--- src/shared/apm_pkg.sv ---
// Purpose: Constants and types for the PM1 event and control byte group
// Assumes: Byte registers at small offsets from a 16-byte aligned I/O base
// Notes:   Offsets are relative to the block base
package apm_pkg;

  localparam int unsigned ADDR_W = 10;
  localparam int unsigned OFF_W  = 4;

  // Byte offsets within the block
  localparam logic [3:0] OFF_STATUS_LOW  = 4'h0;
  localparam logic [3:0] OFF_WAKE_STATUS = 4'h1;
  localparam logic [3:0] OFF_ENABLE_LOW  = 4'h2;
  localparam logic [3:0] OFF_ENABLE_HIGH = 4'h3;
  localparam logic [3:0] OFF_CONTROL_1   = 4'h4;
  localparam logic [3:0] OFF_CONTROL_2   = 4'h5;
  localparam logic [3:0] OFF_CONTROL_3   = 4'h6;

  // Field positions
  localparam int unsigned BIT_TICK_FLAG   = 0;
  localparam int unsigned BIT_BM_FLAG     = 4;
  localparam int unsigned BIT_GBL_FLAG    = 5;
  localparam int unsigned BIT_WAKE_FLAG   = 7;
  localparam int unsigned BIT_TICK_EN     = 0;
  localparam int unsigned BIT_GLOBAL_ATTENTION_ENABLE      = 5;
  localparam int unsigned BIT_ROUTE_SEL   = 0;
  localparam int unsigned BIT_BM_RELOAD   = 1;
  localparam int unsigned BIT_GBL_RELEASE = 2;

  // Reset values
  localparam logic       RST_BIT  = 1'b0;
  localparam logic [7:0] RST_BYTE = 8'h00;
  localparam logic [7:0] ZERO_BYTE = 8'h00;

  typedef enum logic {
    APM_WORKING,
    APM_SLEEPING
  } apm_state_e;

  // Host I/O access
  typedef struct packed {
    logic              wr;
    logic              rd;
    logic [ADDR_W-1:0] addr;
    logic [7:0]        wdata;
  } apm_io_s;

endpackage

--- src/apm_pm1_event_control.sv ---
// Purpose: PM1 wake status, enables and control bits with SCI/SMI routing
// Assumes: Host I/O strobes, counter MSB and firmware pulses are on clk
// Notes:   resume_event is a pin and passes a two-flop synchroniser
// Functional notes
// - Wake flag sets when a resume event arrives while sleeping.
// - Setting the wake flag moves the system to the working state.
// - Wake flag set only by hardware; host write one clears, zero keeps.
// - Global standby timer expiry clears the wake flag automatically.
// - Wake flag clear and all devices asleep puts the chip to sleep.
// - Tick enable set makes each tick carry flag setting raise SCI.
// - Tick enable clear means tick carry flag raises no interrupt.
// - Global attention enable and flag both set raise SCI.
// - Route select set sends power management events as SCI.
// - Route select clear with alternate enable set sends them as SMI.
// - Bus master reload enable and request bit both set raise SCI.
// - Writing one to global release also sets the firmware event flag.
// - Global release with firmware enable set raises SMI.
// - Reserved bits and the all-reserved bytes read as zero.
// - Tick carry flag sets on any change of counter bit 23.
// - Global attention flag set by firmware release, cleared by host write one.
// - Host write one to bus master flag clears it and the request bit.
`timescale 1ns/1ns
module apm_pm1_event_control
(
  input  wire logic                          clk,
  input  wire logic                          resetn,
  input  wire logic [apm_pkg::ADDR_W-1:0]    io_base,
  input  wire apm_pkg::apm_io_s              io_req,
  output logic      [7:0]                    io_rdata,
  input  wire logic                          counter_msb,
  input  wire logic                          resume_event,
  input  wire logic                          all_devices_asleep,
  input  wire logic                          standby_expired,
  input  wire logic                          firmware_release,
  input  wire logic                          busmaster_request_set,
  input  wire logic                          firmware_event_clear,
  input  wire logic                          firmware_event_enable,
  input  wire logic                          alternate_route_enable,
  output logic                               firmware_event_flag,
  output logic                               system_sleeping,
  output logic                               sci,
  output logic                               smi
);

  function automatic logic hit(input logic [apm_pkg::OFF_W-1:0] off,
                               input logic [apm_pkg::OFF_W-1:0] want);
    hit = (off == want);
  endfunction

  logic                   resume_meta_ff;
  logic                   resume_sync_ff;
  logic                   msb_prev_ff;
  apm_pkg::apm_state_e    state_ff;
  apm_pkg::apm_state_e    nxt_state;
  logic                   wake_flag_ff;
  logic                   tick_carry_flag_ff;
  logic                   busmaster_flag_ff;
  logic                   global_attention_flag_ff;
  logic                   tick_event_enable_ff;
  logic                   global_attention_enable_ff;
  logic                   event_route_select_ff;
  logic                   busmaster_reload_enable_ff;
  logic                   global_release_ff;
  logic                   busmaster_request_bit_ff;
  logic                   firmware_event_flag_ff;
  logic                   nxt_wake_flag;
  logic                   nxt_tick_flag;
  logic                   nxt_bm_flag;
  logic                   nxt_bm_request;
  logic                   nxt_gbl_flag;
  logic                   nxt_gbl_release;
  logic                   nxt_fw_flag;
  logic [7:0]             nxt_rdata;

  wire                    in_block  = (io_req.addr[apm_pkg::ADDR_W-1:apm_pkg::OFF_W]
                                       == io_base[apm_pkg::ADDR_W-1:apm_pkg::OFF_W]);
  wire [apm_pkg::OFF_W-1:0] off     = io_req.addr[apm_pkg::OFF_W-1:0];
  wire                    wr_stat0  = io_req.wr & in_block & hit(off, apm_pkg::OFF_STATUS_LOW);
  wire                    wr_wake   = io_req.wr & in_block & hit(off, apm_pkg::OFF_WAKE_STATUS);
  wire                    wr_en_lo  = io_req.wr & in_block & hit(off, apm_pkg::OFF_ENABLE_LOW);
  wire                    wr_ctl1   = io_req.wr & in_block & hit(off, apm_pkg::OFF_CONTROL_1);
  wire                    clr_wake  = wr_wake & io_req.wdata[apm_pkg::BIT_WAKE_FLAG];
  wire                    clr_tick  = wr_stat0 & io_req.wdata[apm_pkg::BIT_TICK_FLAG];
  wire                    clr_bm    = wr_stat0 & io_req.wdata[apm_pkg::BIT_BM_FLAG];
  wire                    clr_gbl   = wr_stat0 & io_req.wdata[apm_pkg::BIT_GBL_FLAG];
  wire                    set_rls   = wr_ctl1 & io_req.wdata[apm_pkg::BIT_GBL_RELEASE];
  wire                    tick_edge = counter_msb ^ msb_prev_ff;
  wire                    wake_set  = (state_ff == apm_pkg::APM_SLEEPING) & resume_sync_ff;
  wire                    pm_event  = (tick_carry_flag_ff & tick_event_enable_ff)
                                    | (global_attention_flag_ff & global_attention_enable_ff)
                                    | (busmaster_reload_enable_ff & busmaster_request_bit_ff);
  wire                    fw_smi    = firmware_event_flag_ff & firmware_event_enable;
  // Whole reserved bytes, watched by the readback check only
  wire                    rd_rsvd   = io_req.rd & in_block
                                    & (hit(off, apm_pkg::OFF_ENABLE_HIGH)
                                    | hit(off, apm_pkg::OFF_CONTROL_2)
                                    | hit(off, apm_pkg::OFF_CONTROL_3));

  // Only the second stage is read downstream
  always_ff @(posedge clk or negedge resetn)
  begin
    if (!resetn)
    begin
      resume_meta_ff <= apm_pkg::RST_BIT;
      resume_sync_ff <= apm_pkg::RST_BIT;
    end
    else
    begin
      resume_meta_ff <= resume_event;
      resume_sync_ff <= resume_meta_ff;
    end
  end

  // Sleep/work state machine
  always_comb
  begin
    nxt_state = state_ff;
    case (state_ff)
      apm_pkg::APM_WORKING:
        if (!wake_flag_ff && all_devices_asleep)
          nxt_state = apm_pkg::APM_SLEEPING;
      apm_pkg::APM_SLEEPING:
        if (wake_set)
          nxt_state = apm_pkg::APM_WORKING;
      default:
        nxt_state = apm_pkg::APM_WORKING;
    endcase
  end

  // Set wins over every clear below
  assign nxt_wake_flag   = wake_set | (wake_flag_ff & ~clr_wake & ~standby_expired);
  assign nxt_tick_flag   = tick_edge | (tick_carry_flag_ff & ~clr_tick);
  assign nxt_bm_flag     = busmaster_request_set | (busmaster_flag_ff & ~clr_bm);
  assign nxt_bm_request  = busmaster_request_set | (busmaster_request_bit_ff & ~clr_bm);
  assign nxt_gbl_flag    = firmware_release | (global_attention_flag_ff & ~clr_gbl);
  assign nxt_gbl_release = set_rls | (global_release_ff & ~firmware_event_clear);
  assign nxt_fw_flag     = set_rls | (firmware_event_flag_ff & ~firmware_event_clear);

  // Readback; unused bits and reserved bytes stay zero
  always_comb
  begin
    nxt_rdata = apm_pkg::ZERO_BYTE;
    if (in_block && hit(off, apm_pkg::OFF_STATUS_LOW))
    begin
      nxt_rdata[apm_pkg::BIT_TICK_FLAG] = tick_carry_flag_ff;
      nxt_rdata[apm_pkg::BIT_BM_FLAG]   = busmaster_flag_ff;
      nxt_rdata[apm_pkg::BIT_GBL_FLAG]  = global_attention_flag_ff;
    end
    else if (in_block && hit(off, apm_pkg::OFF_WAKE_STATUS))
      nxt_rdata[apm_pkg::BIT_WAKE_FLAG] = wake_flag_ff;
    else if (in_block && hit(off, apm_pkg::OFF_ENABLE_LOW))
    begin
      nxt_rdata[apm_pkg::BIT_TICK_EN] = tick_event_enable_ff;
      nxt_rdata[apm_pkg::BIT_GLOBAL_ATTENTION_ENABLE]  = global_attention_enable_ff;
    end
    else if (in_block && hit(off, apm_pkg::OFF_CONTROL_1))
    begin
      nxt_rdata[apm_pkg::BIT_ROUTE_SEL]   = event_route_select_ff;
      nxt_rdata[apm_pkg::BIT_BM_RELOAD]   = busmaster_reload_enable_ff;
      nxt_rdata[apm_pkg::BIT_GBL_RELEASE] = global_release_ff;
    end
  end

  always_ff @(posedge clk or negedge resetn)
  begin
    if (!resetn)
    begin
      state_ff                 <= apm_pkg::APM_WORKING;
      msb_prev_ff              <= apm_pkg::RST_BIT;
      wake_flag_ff             <= apm_pkg::RST_BIT;
      tick_carry_flag_ff       <= apm_pkg::RST_BIT;
      busmaster_flag_ff        <= apm_pkg::RST_BIT;
      busmaster_request_bit_ff <= apm_pkg::RST_BIT;
      global_attention_flag_ff <= apm_pkg::RST_BIT;
      global_release_ff        <= apm_pkg::RST_BIT;
      firmware_event_flag_ff   <= apm_pkg::RST_BIT;
      io_rdata                 <= apm_pkg::RST_BYTE;
    end
    else
    begin
      state_ff                 <= nxt_state;
      msb_prev_ff              <= counter_msb;
      wake_flag_ff             <= nxt_wake_flag;
      tick_carry_flag_ff       <= nxt_tick_flag;
      busmaster_flag_ff        <= nxt_bm_flag;
      busmaster_request_bit_ff <= nxt_bm_request;
      global_attention_flag_ff <= nxt_gbl_flag;
      global_release_ff        <= nxt_gbl_release;
      firmware_event_flag_ff   <= nxt_fw_flag;
      io_rdata                 <= io_req.rd ? nxt_rdata : apm_pkg::RST_BYTE;
    end
  end

  // Plain read/write enable and control bits
  always_ff @(posedge clk or negedge resetn)
  begin
    if (!resetn)
    begin
      tick_event_enable_ff       <= apm_pkg::RST_BIT;
      global_attention_enable_ff <= apm_pkg::RST_BIT;
      event_route_select_ff      <= apm_pkg::RST_BIT;
      busmaster_reload_enable_ff <= apm_pkg::RST_BIT;
    end
    else
    begin
      if (wr_en_lo)
      begin
        tick_event_enable_ff       <= io_req.wdata[apm_pkg::BIT_TICK_EN];
        global_attention_enable_ff <= io_req.wdata[apm_pkg::BIT_GLOBAL_ATTENTION_ENABLE];
      end
      if (wr_ctl1)
      begin
        event_route_select_ff      <= io_req.wdata[apm_pkg::BIT_ROUTE_SEL];
        busmaster_reload_enable_ff <= io_req.wdata[apm_pkg::BIT_BM_RELOAD];
      end
    end
  end

  // Levels, not pulses: held until software clears the status
  assign sci = event_route_select_ff & pm_event;
  assign smi = (~event_route_select_ff & alternate_route_enable & pm_event)
             | fw_smi;
  assign firmware_event_flag = firmware_event_flag_ff;
  assign system_sleeping     = (state_ff == apm_pkg::APM_SLEEPING);
endmodule

--- config.mk ---
export PLATFORM = sky130hd
export DESIGN_NAME = apm_pm1_event_control
export DESIGN_NICKNAME = d
export VERILOG_FILES = /design/src/shared/apm_pkg.sv /design/src/apm_pm1_event_control.sv
export SDC_FILE = /design/constraint.sdc
export NUM_CORES = 1
export LEC_CHECK = 0
export BUFFER_PORTS_ARGS = -buffer_cell sky130_fd_sc_hd__buf_2
export CAP_MARGIN = 20
export CORE_MARGIN = 8
export CORE_UTILIZATION = 43
export CTS_CLUSTER_DIAMETER = 80
export DETAILED_ROUTE_END_ITERATION = 7
export GPL_TIMING_DRIVEN = 0
export PLACE_DENSITY = 0.87
export SYNTH_ARGS = -nofsm -noshare
export SYNTH_HDL_FRONTEND = slang
export SYNTH_SLANG_ARGS = --single-unit
--- constraint.sdc ---
create_clock -name clk -period 1 [get_ports clk]
set_input_delay 0.1 -clock clk [delete_from_list [all_inputs] [get_ports clk]]
set_output_delay 0.1 -clock clk [all_outputs]
set_load 0.01 [all_outputs]
==> results of run 1 <==
==> cell type report <==
| cell class | count | area, um2 | share of cell area, % |
|---|---|---|---|
| Multi-Input combinational cell | 58 | 588 | 35.1 |
| Sequential cell | 21 | 526 | 31.4 |
| Timing Repair Buffer | 62 | 458 | 27.4 |
| Tap cell | 28 | 35.0 | 2.09 |
| Clock buffer | 4 | 26.3 | 1.57 |
| Inverter | 7 | 26.3 | 1.57 |
| Buffer | 2 | 15.0 | 0.897 |
==> repair_timing <==
item	4_1_cts	5_1_grt
endpoints found under the hold margin	26	0
gates cloned	0	0
setup buffers	7	6
endpoints found under the setup margin	10	17
pin swaps	14	12
resized for setup	18	27
hold buffers	5	0
==> synth_stat cells, types with 2 or more instances <==
library cell	number
dfrtp_1	21
inv_1	7
nand2_1	7
xnor2_1	6
mux2_2	4
nor2_1	4
o21ai_0	4
a31oi_1	3
and3_1	3
nor3_1	3
nor4_1	3
a222oi_1	2
a22o_1	2
buf_4	2
nand2b_1	2
nand3_1	2
nor3_2	2
==> cell families (layout without fill, tap and decap cells) <==
family,Yosys count,in the layout,share of synthesized area [%]
other,1,2,0.382
multiplexers,4,4,4.59
AND/OR/NAND/NOR,32,32,22.3
AO/OA/AOI/OAI,14,14,9.68
buffers and inverters,9,75,4.20
flip-flops,21,21,53.5
XOR/XNOR,6,6,5.35
==> metal layers <==
layer  part of all wire [%]  global-route usage [%]  up-vias
met5                      0                       0        -
met1                     36                    14.9      467
met3                    6.6                    3.83       20
met4                    4.8                    6.96        0
li1                       -                       -      441
met2                     52                    25.0       51
==> worst paths after layout <==
check	to	depth (start not counted)	slack, ns	start
max in group asynchronous	event_route_select_ff$_DFFE_PN0P_	2	0.43	resetn
max	smi	4	-0.51	global_attention_flag_ff$_DFF_PN0_
min reg2reg	resume_sync_ff$_DFF_PN0_	0	0.37	resume_meta_ff$_DFF_PN0_
max reg2reg	io_rdata[0]$_DFF_PN0_	3	-0.10	tick_carry_flag_ff$_DFF_PN0_
min in group asynchronous	io_rdata[2]$_DFF_PN0_	2	0.26	resetn
min	system_sleeping$_DFF_PN0_	3	0.01	all_devices_asleep
==> critical path, cell delays in order, from the launching register on <==
cell	delay [ns]
dfrtp_1	0.41
a222oi_1	0.34
buf_4	0.18
o21ai_2	0.05
buf_2	0.13
==> state kept, by name, indices dropped and copies added, names as in the netlist <==
register                    cells
tick_carry_flag_ff              1
busmaster_flag_ff               1
busmaster_request_bit_ff        1
event_route_select_ff           1
io_rdata                        6
system_sleeping                 1
busmaster_reload_enable_ff      1
tick_event_enable_ff            1
firmware_event_flag             1
global_attention_flag_ff        1
global_attention_enable_ff      1
resume_sync_ff                  1
wake_flag_ff                    1
global_release_ff               1
msb_prev_ff                     1
resume_meta_ff                  1
==> per-stage QoR <==
step	cells	power, uW	cell area [um2]	setup WS (ns)	util, %
2_1_floorplan	88	1040	1030	-0.219	-
3_3_place_gp	160	1170	1290	-0.509	58.8
3_5_place_dp	160	1180	1290	-0.516	58.8
4_1_cts	176	1660	1530	-0.474	69.9
5_1_grt	182	1860	1670	-0.626	76.4
6_report	182	1750	1670	-0.514	76.4
==> power groups by stage <==
stage / clock network, uW / logic [uW] / registers (uW)
2_1_floorplan: 0 / 117 / 924
6_report: 408 / 446 / 900
3_3_place_gp: 0 / 253 / 920
3_5_place_dp: 0 / 261 / 923
5_1_grt: 478 / 479 / 905
4_1_cts: 404 / 349 / 906
==> metrics.txt, run 1 <==
status complete, but fails checks; failing checks negative setup slack; DP Wirelength 2010 um; Seq/Total Area, Yosys 53.5%; RD Place Congestion 0.817; largest net degree at the start of global routing 22; Yosys reg bits 21; combinational power share 25.4%; most frequent cells in the layout 32 x buf_2, 21 x dfrtp_1, 14 x buf_4; top-area cell type share of the netlist area 53.5%; ys flop type dfrtp_1; P_leak 0.000842 uW; aggregate global routing overflow 0; post-route ant nets 0; final worst slack -0.514 ns; clock power share 23.3%; post-DR wirelength/cell 18.3 um; Mapped Cells 87; Synth-to-Final Area Change 70.4%; chip height 63.8 um; Die W 63.8 um; share of layout cells above drive strength 1 54.5%; Peak supply drop 882 uV; Final Hold Viols 0; Clock Latency Late Sink 0.31 ns; DRT Pass-1 Iters 4; Port Buffers 44; post-synth cell types 27; die area 4070 um2; worst setup path class reg -> out; # H-tree levels 1; clock slew at reported path FFs 0.11 ns; Max Slew Vio Count 0; initial antenna violation count 0; CTS tree done; worst-path fanout max 2; first-pass GRT wire length 4630 um; Num CTS Buffers 3; Highest Clock Rate 660 MHz; WL final 3340 um; max cap viols 0; Period Utilization, post-route 151%; Sink Count 21; WHS 0.0111 ns; number of global-route vias before repair 919; fillers 128; initial core utilization 44.8%; IO Count 53; Setup TNS Final -1.33 ns; Worst Skew 0.000385 ns; final net count 196; minimum clock period 1.51 ns; Clock Tree Buf Depth 2; P_sw 483 uW; total global-route track usage 14.1%; CP arrival 1.41 ns; cell taking the most area after synthesis dfrtp_1; average cell area after synthesis 11.3 um2; post-synth design cell area 982 um2; Seq pwr share 51.3%; Via Count 979; root buffer cell clkbuf_4; antenna cells 0; Pint 1270 uW; HP Class in -> reg; Core ar. 2190 um2; required time of the critical path 0.90 ns; unrepaired setup endpoints after global routing yes; Post-synth EDFFs 0; synth warn 0; Avg Vias per Cell 5.38; Setup Viol. Count Final 8; CP endpoint kind primary output; Power per Cell Area 1050 nW/um2; DR iter-0 viols 76; commonest non-fill, non-tap cell in the layout buf_2; crit start category flop; number of remaining DRC errors 0; ranking of synthesized cells by area dfrtp_1 54%, xnor2_1 5.4%, mux2_2 4.6%; ys async rst share 100%; switching part of the total 27.5%; Row Count 17
(Power assumes the default switching activity.)
==> inputs of run 2 (changes only) <==
--- a/config.mk
+++ b/config.mk
@@ -13,6 +13,7 @@
 export DETAILED_ROUTE_END_ITERATION = 7
 export GPL_TIMING_DRIVEN = 0
 export PLACE_DENSITY = 0.87
+export RECOVER_POWER = 50
 export SYNTH_ARGS = -nofsm -noshare
 export SYNTH_HDL_FRONTEND = slang
 export SYNTH_SLANG_ARGS = --single-unit
==> run 2 against run 1 <==
Effect of this change: the run still ends with negative setup slack left; sequential share of layout area about the same; non-clock buffer count stayed put; maximum frequency about the same.
==> metrics.txt, run 2 (synthesis gave the netlist of run 1 again) <==
Clock Tree Buf Depth 2 (unchanged); Hold EP system_sleeping$_DFF_PN0_ (unchanged); CTS tree done (unchanged); # H-tree levels 1 (unchanged); crit start category flop (unchanged); RR Startpoint tick_carry_flag_ff$_DFF_PN0_ (unchanged); Port Buffers 44 (unchanged); Highest Clock Rate 660 MHz (about the same); unrepaired setup endpoints after global routing yes (unchanged); share of layout cells above drive strength 1 53.9% (was 54.5%); Peak supply drop 883 uV (was 882 uV); final worst slack -0.516 ns (was -0.514 ns); total global-route track usage 14.1% (unchanged); clock slew at reported path FFs 0.11 ns (about the same); antenna cells 0 (unchanged); Setup Viol. Count Final 8 (unchanged); CP endpoint kind primary output (unchanged); DP Wirelength 2010 um (unchanged); Core ar. 2190 um2 (unchanged); reg2reg path depth 3 (unchanged); Clock Latency Late Sink 0.31 ns (about the same); post-DR wirelength/cell 18.4 um (was 18.3 um); max cap viols 0 (unchanged); largest net degree at the start of global routing 22 (unchanged); P_leak 0.000839 uW (was 0.000842 uW); root buffer cell clkbuf_4 (unchanged); pre-CTS setup slack -0.516 ns (unchanged); fin cells 182 (unchanged); Power per Cell Area 1050 nW/um2 (about the same); number of remaining DRC errors 0 (unchanged); largest reg by FF count io_rdata (unchanged); minimum clock period 1.52 ns (was 1.51 ns); status complete, but fails checks (unchanged); Avg Vias per Cell 5.32 (was 5.38); worst-path fanout max 2 (unchanged); Worst Skew 0.000504 ns (was 0.000385 ns); number of global-route vias before repair 919 (unchanged); WHS 0.0117 ns (was 0.0111 ns); Via Count 969 (was 979); commonest non-fill, non-tap cell in the layout buf_2 (unchanged); HP Class in -> reg (unchanged); RD Place Congestion 0.817 (unchanged); final net count 196 (unchanged); Period Utilization, post-route 152% (was 151%); most frequent cells in the layout 30 x buf_2, 21 x dfrtp_1, 14 x buf_4 (was 32 x buf_2, 21 x dfrtp_1, 14 x buf_4); Die W 63.8 um (unchanged); Worst slew margin 66.2%; r2r endpoint io_rdata[0]$_DFF_PN0_ (unchanged); Num CTS Buffers 3 (unchanged); DP Cell Count 160 (unchanged); worst reg2reg setup slack -0.15 ns (was -0.10 ns); Pwr Total 1760 uW (was 1750 uW); first-pass GRT wire length 4630 um (unchanged); initial core utilization 44.8% (unchanged); chip height 63.8 um (unchanged); Max Slew Vio Count 0 (unchanged); worst setup path class reg -> out (unchanged); CP arrival 1.42 ns (was 1.41 ns); Synth-to-Final Area Change 70.3% (was 70.4%); required time of the critical path 0.90 ns (about the same); area post-placement 1290 um2 (unchanged); Sink Count 21 (unchanged); aggregate global routing overflow 0 (unchanged); final instance area 1670 um2 (about the same); Final Hold Viols 0 (unchanged); WL final 3350 um (was 3340 um); post-route ant nets 0 (unchanged); max reg flops 6 (unchanged); die area 4070 um2 (unchanged); DRT Pass-1 Iters 4 (unchanged); hold depth 3 (unchanged); worst slew pin tran 0.507 ns; Min-Delay Startpoint all_devices_asleep (unchanged); IO Count 53 (unchanged); Row Count 17 (unchanged); DR iter-0 viols 74 (was 76); failing checks negative setup slack (unchanged); initial antenna violation count 0 (unchanged)
[run 2: final cells by class]
type | instances | area (um2)
Fill cell | 129 | 518
Tap cell | 28 | 35.0
Sequential cell | 21 | 526
Inverter | 7 | 26.3
Multi-Input combinational cell | 58 | 588
Timing Repair Buffer | 62 | 457
Buffer | 2 | 15.0
Clock buffer | 4 | 26.3
[run 2: routing by layer]
layer,vias up,part of all wire (%),GRT usage (%)
met1,459,37,14.9
met5,-,0,0
met4,0,5.0,6.96
met3,20,6.3,3.83
li1,440,-,-
met2,50,52,25.0
[run 2: where the power goes]
group / switching [uW] / internal (uW)
clock network: 252 / 156
logic: 214 / 233
registers: 19.2 / 881
[run 2: worst max-delay path by stage]
stage / from / endpoint / slack [ns] / cells past startpoint
4_1_cts: global_attention_enable_ff$_DFFE_PN0P_ / smi / -0.47 / 4
6_report: global_attention_flag_ff$_DFF_PN0_ / smi / -0.52 / 4
3_3_place_gp: io_req[11] / event_route_select_ff$_DFFE_PN0P_ / -0.51 / 5
5_1_grt: global_attention_flag_ff$_DFF_PN0_ / sci / -0.63 / 4
2_1_floorplan: io_req[11] / busmaster_reload_enable_ff$_DFFE_PN0P_ / -0.22 / 4
3_5_place_dp: io_req[11] / busmaster_reload_enable_ff$_DFFE_PN0P_ / -0.52 / 5
[run 2: per-stage QoR]
step	TNS, ns	utilization, %
after floorplan	-0.875	-
after global placement	-5.31	58.8
after detailed placement	-5.93	58.8
after CTS	-0.989	69.9
after global routing	-1.64	76.4
final	-1.36	76.4
[run 2: repair_timing]
item                       in CTS  in global routing
hold endpoints to repair       26                  0
setup endpoints to repair      10                 17
setup buffers                   7                  6
hold buffers                    5                  0
gates resized for setup        18                 27
pin swaps                      14                 12
[run 2: critical path: stages, from the launching register on]
cell	delay (ns)
dfrtp_1	0.41
a222oi_1	0.34
buf_4	0.18
o21ai_2	0.05
buf_2	0.13
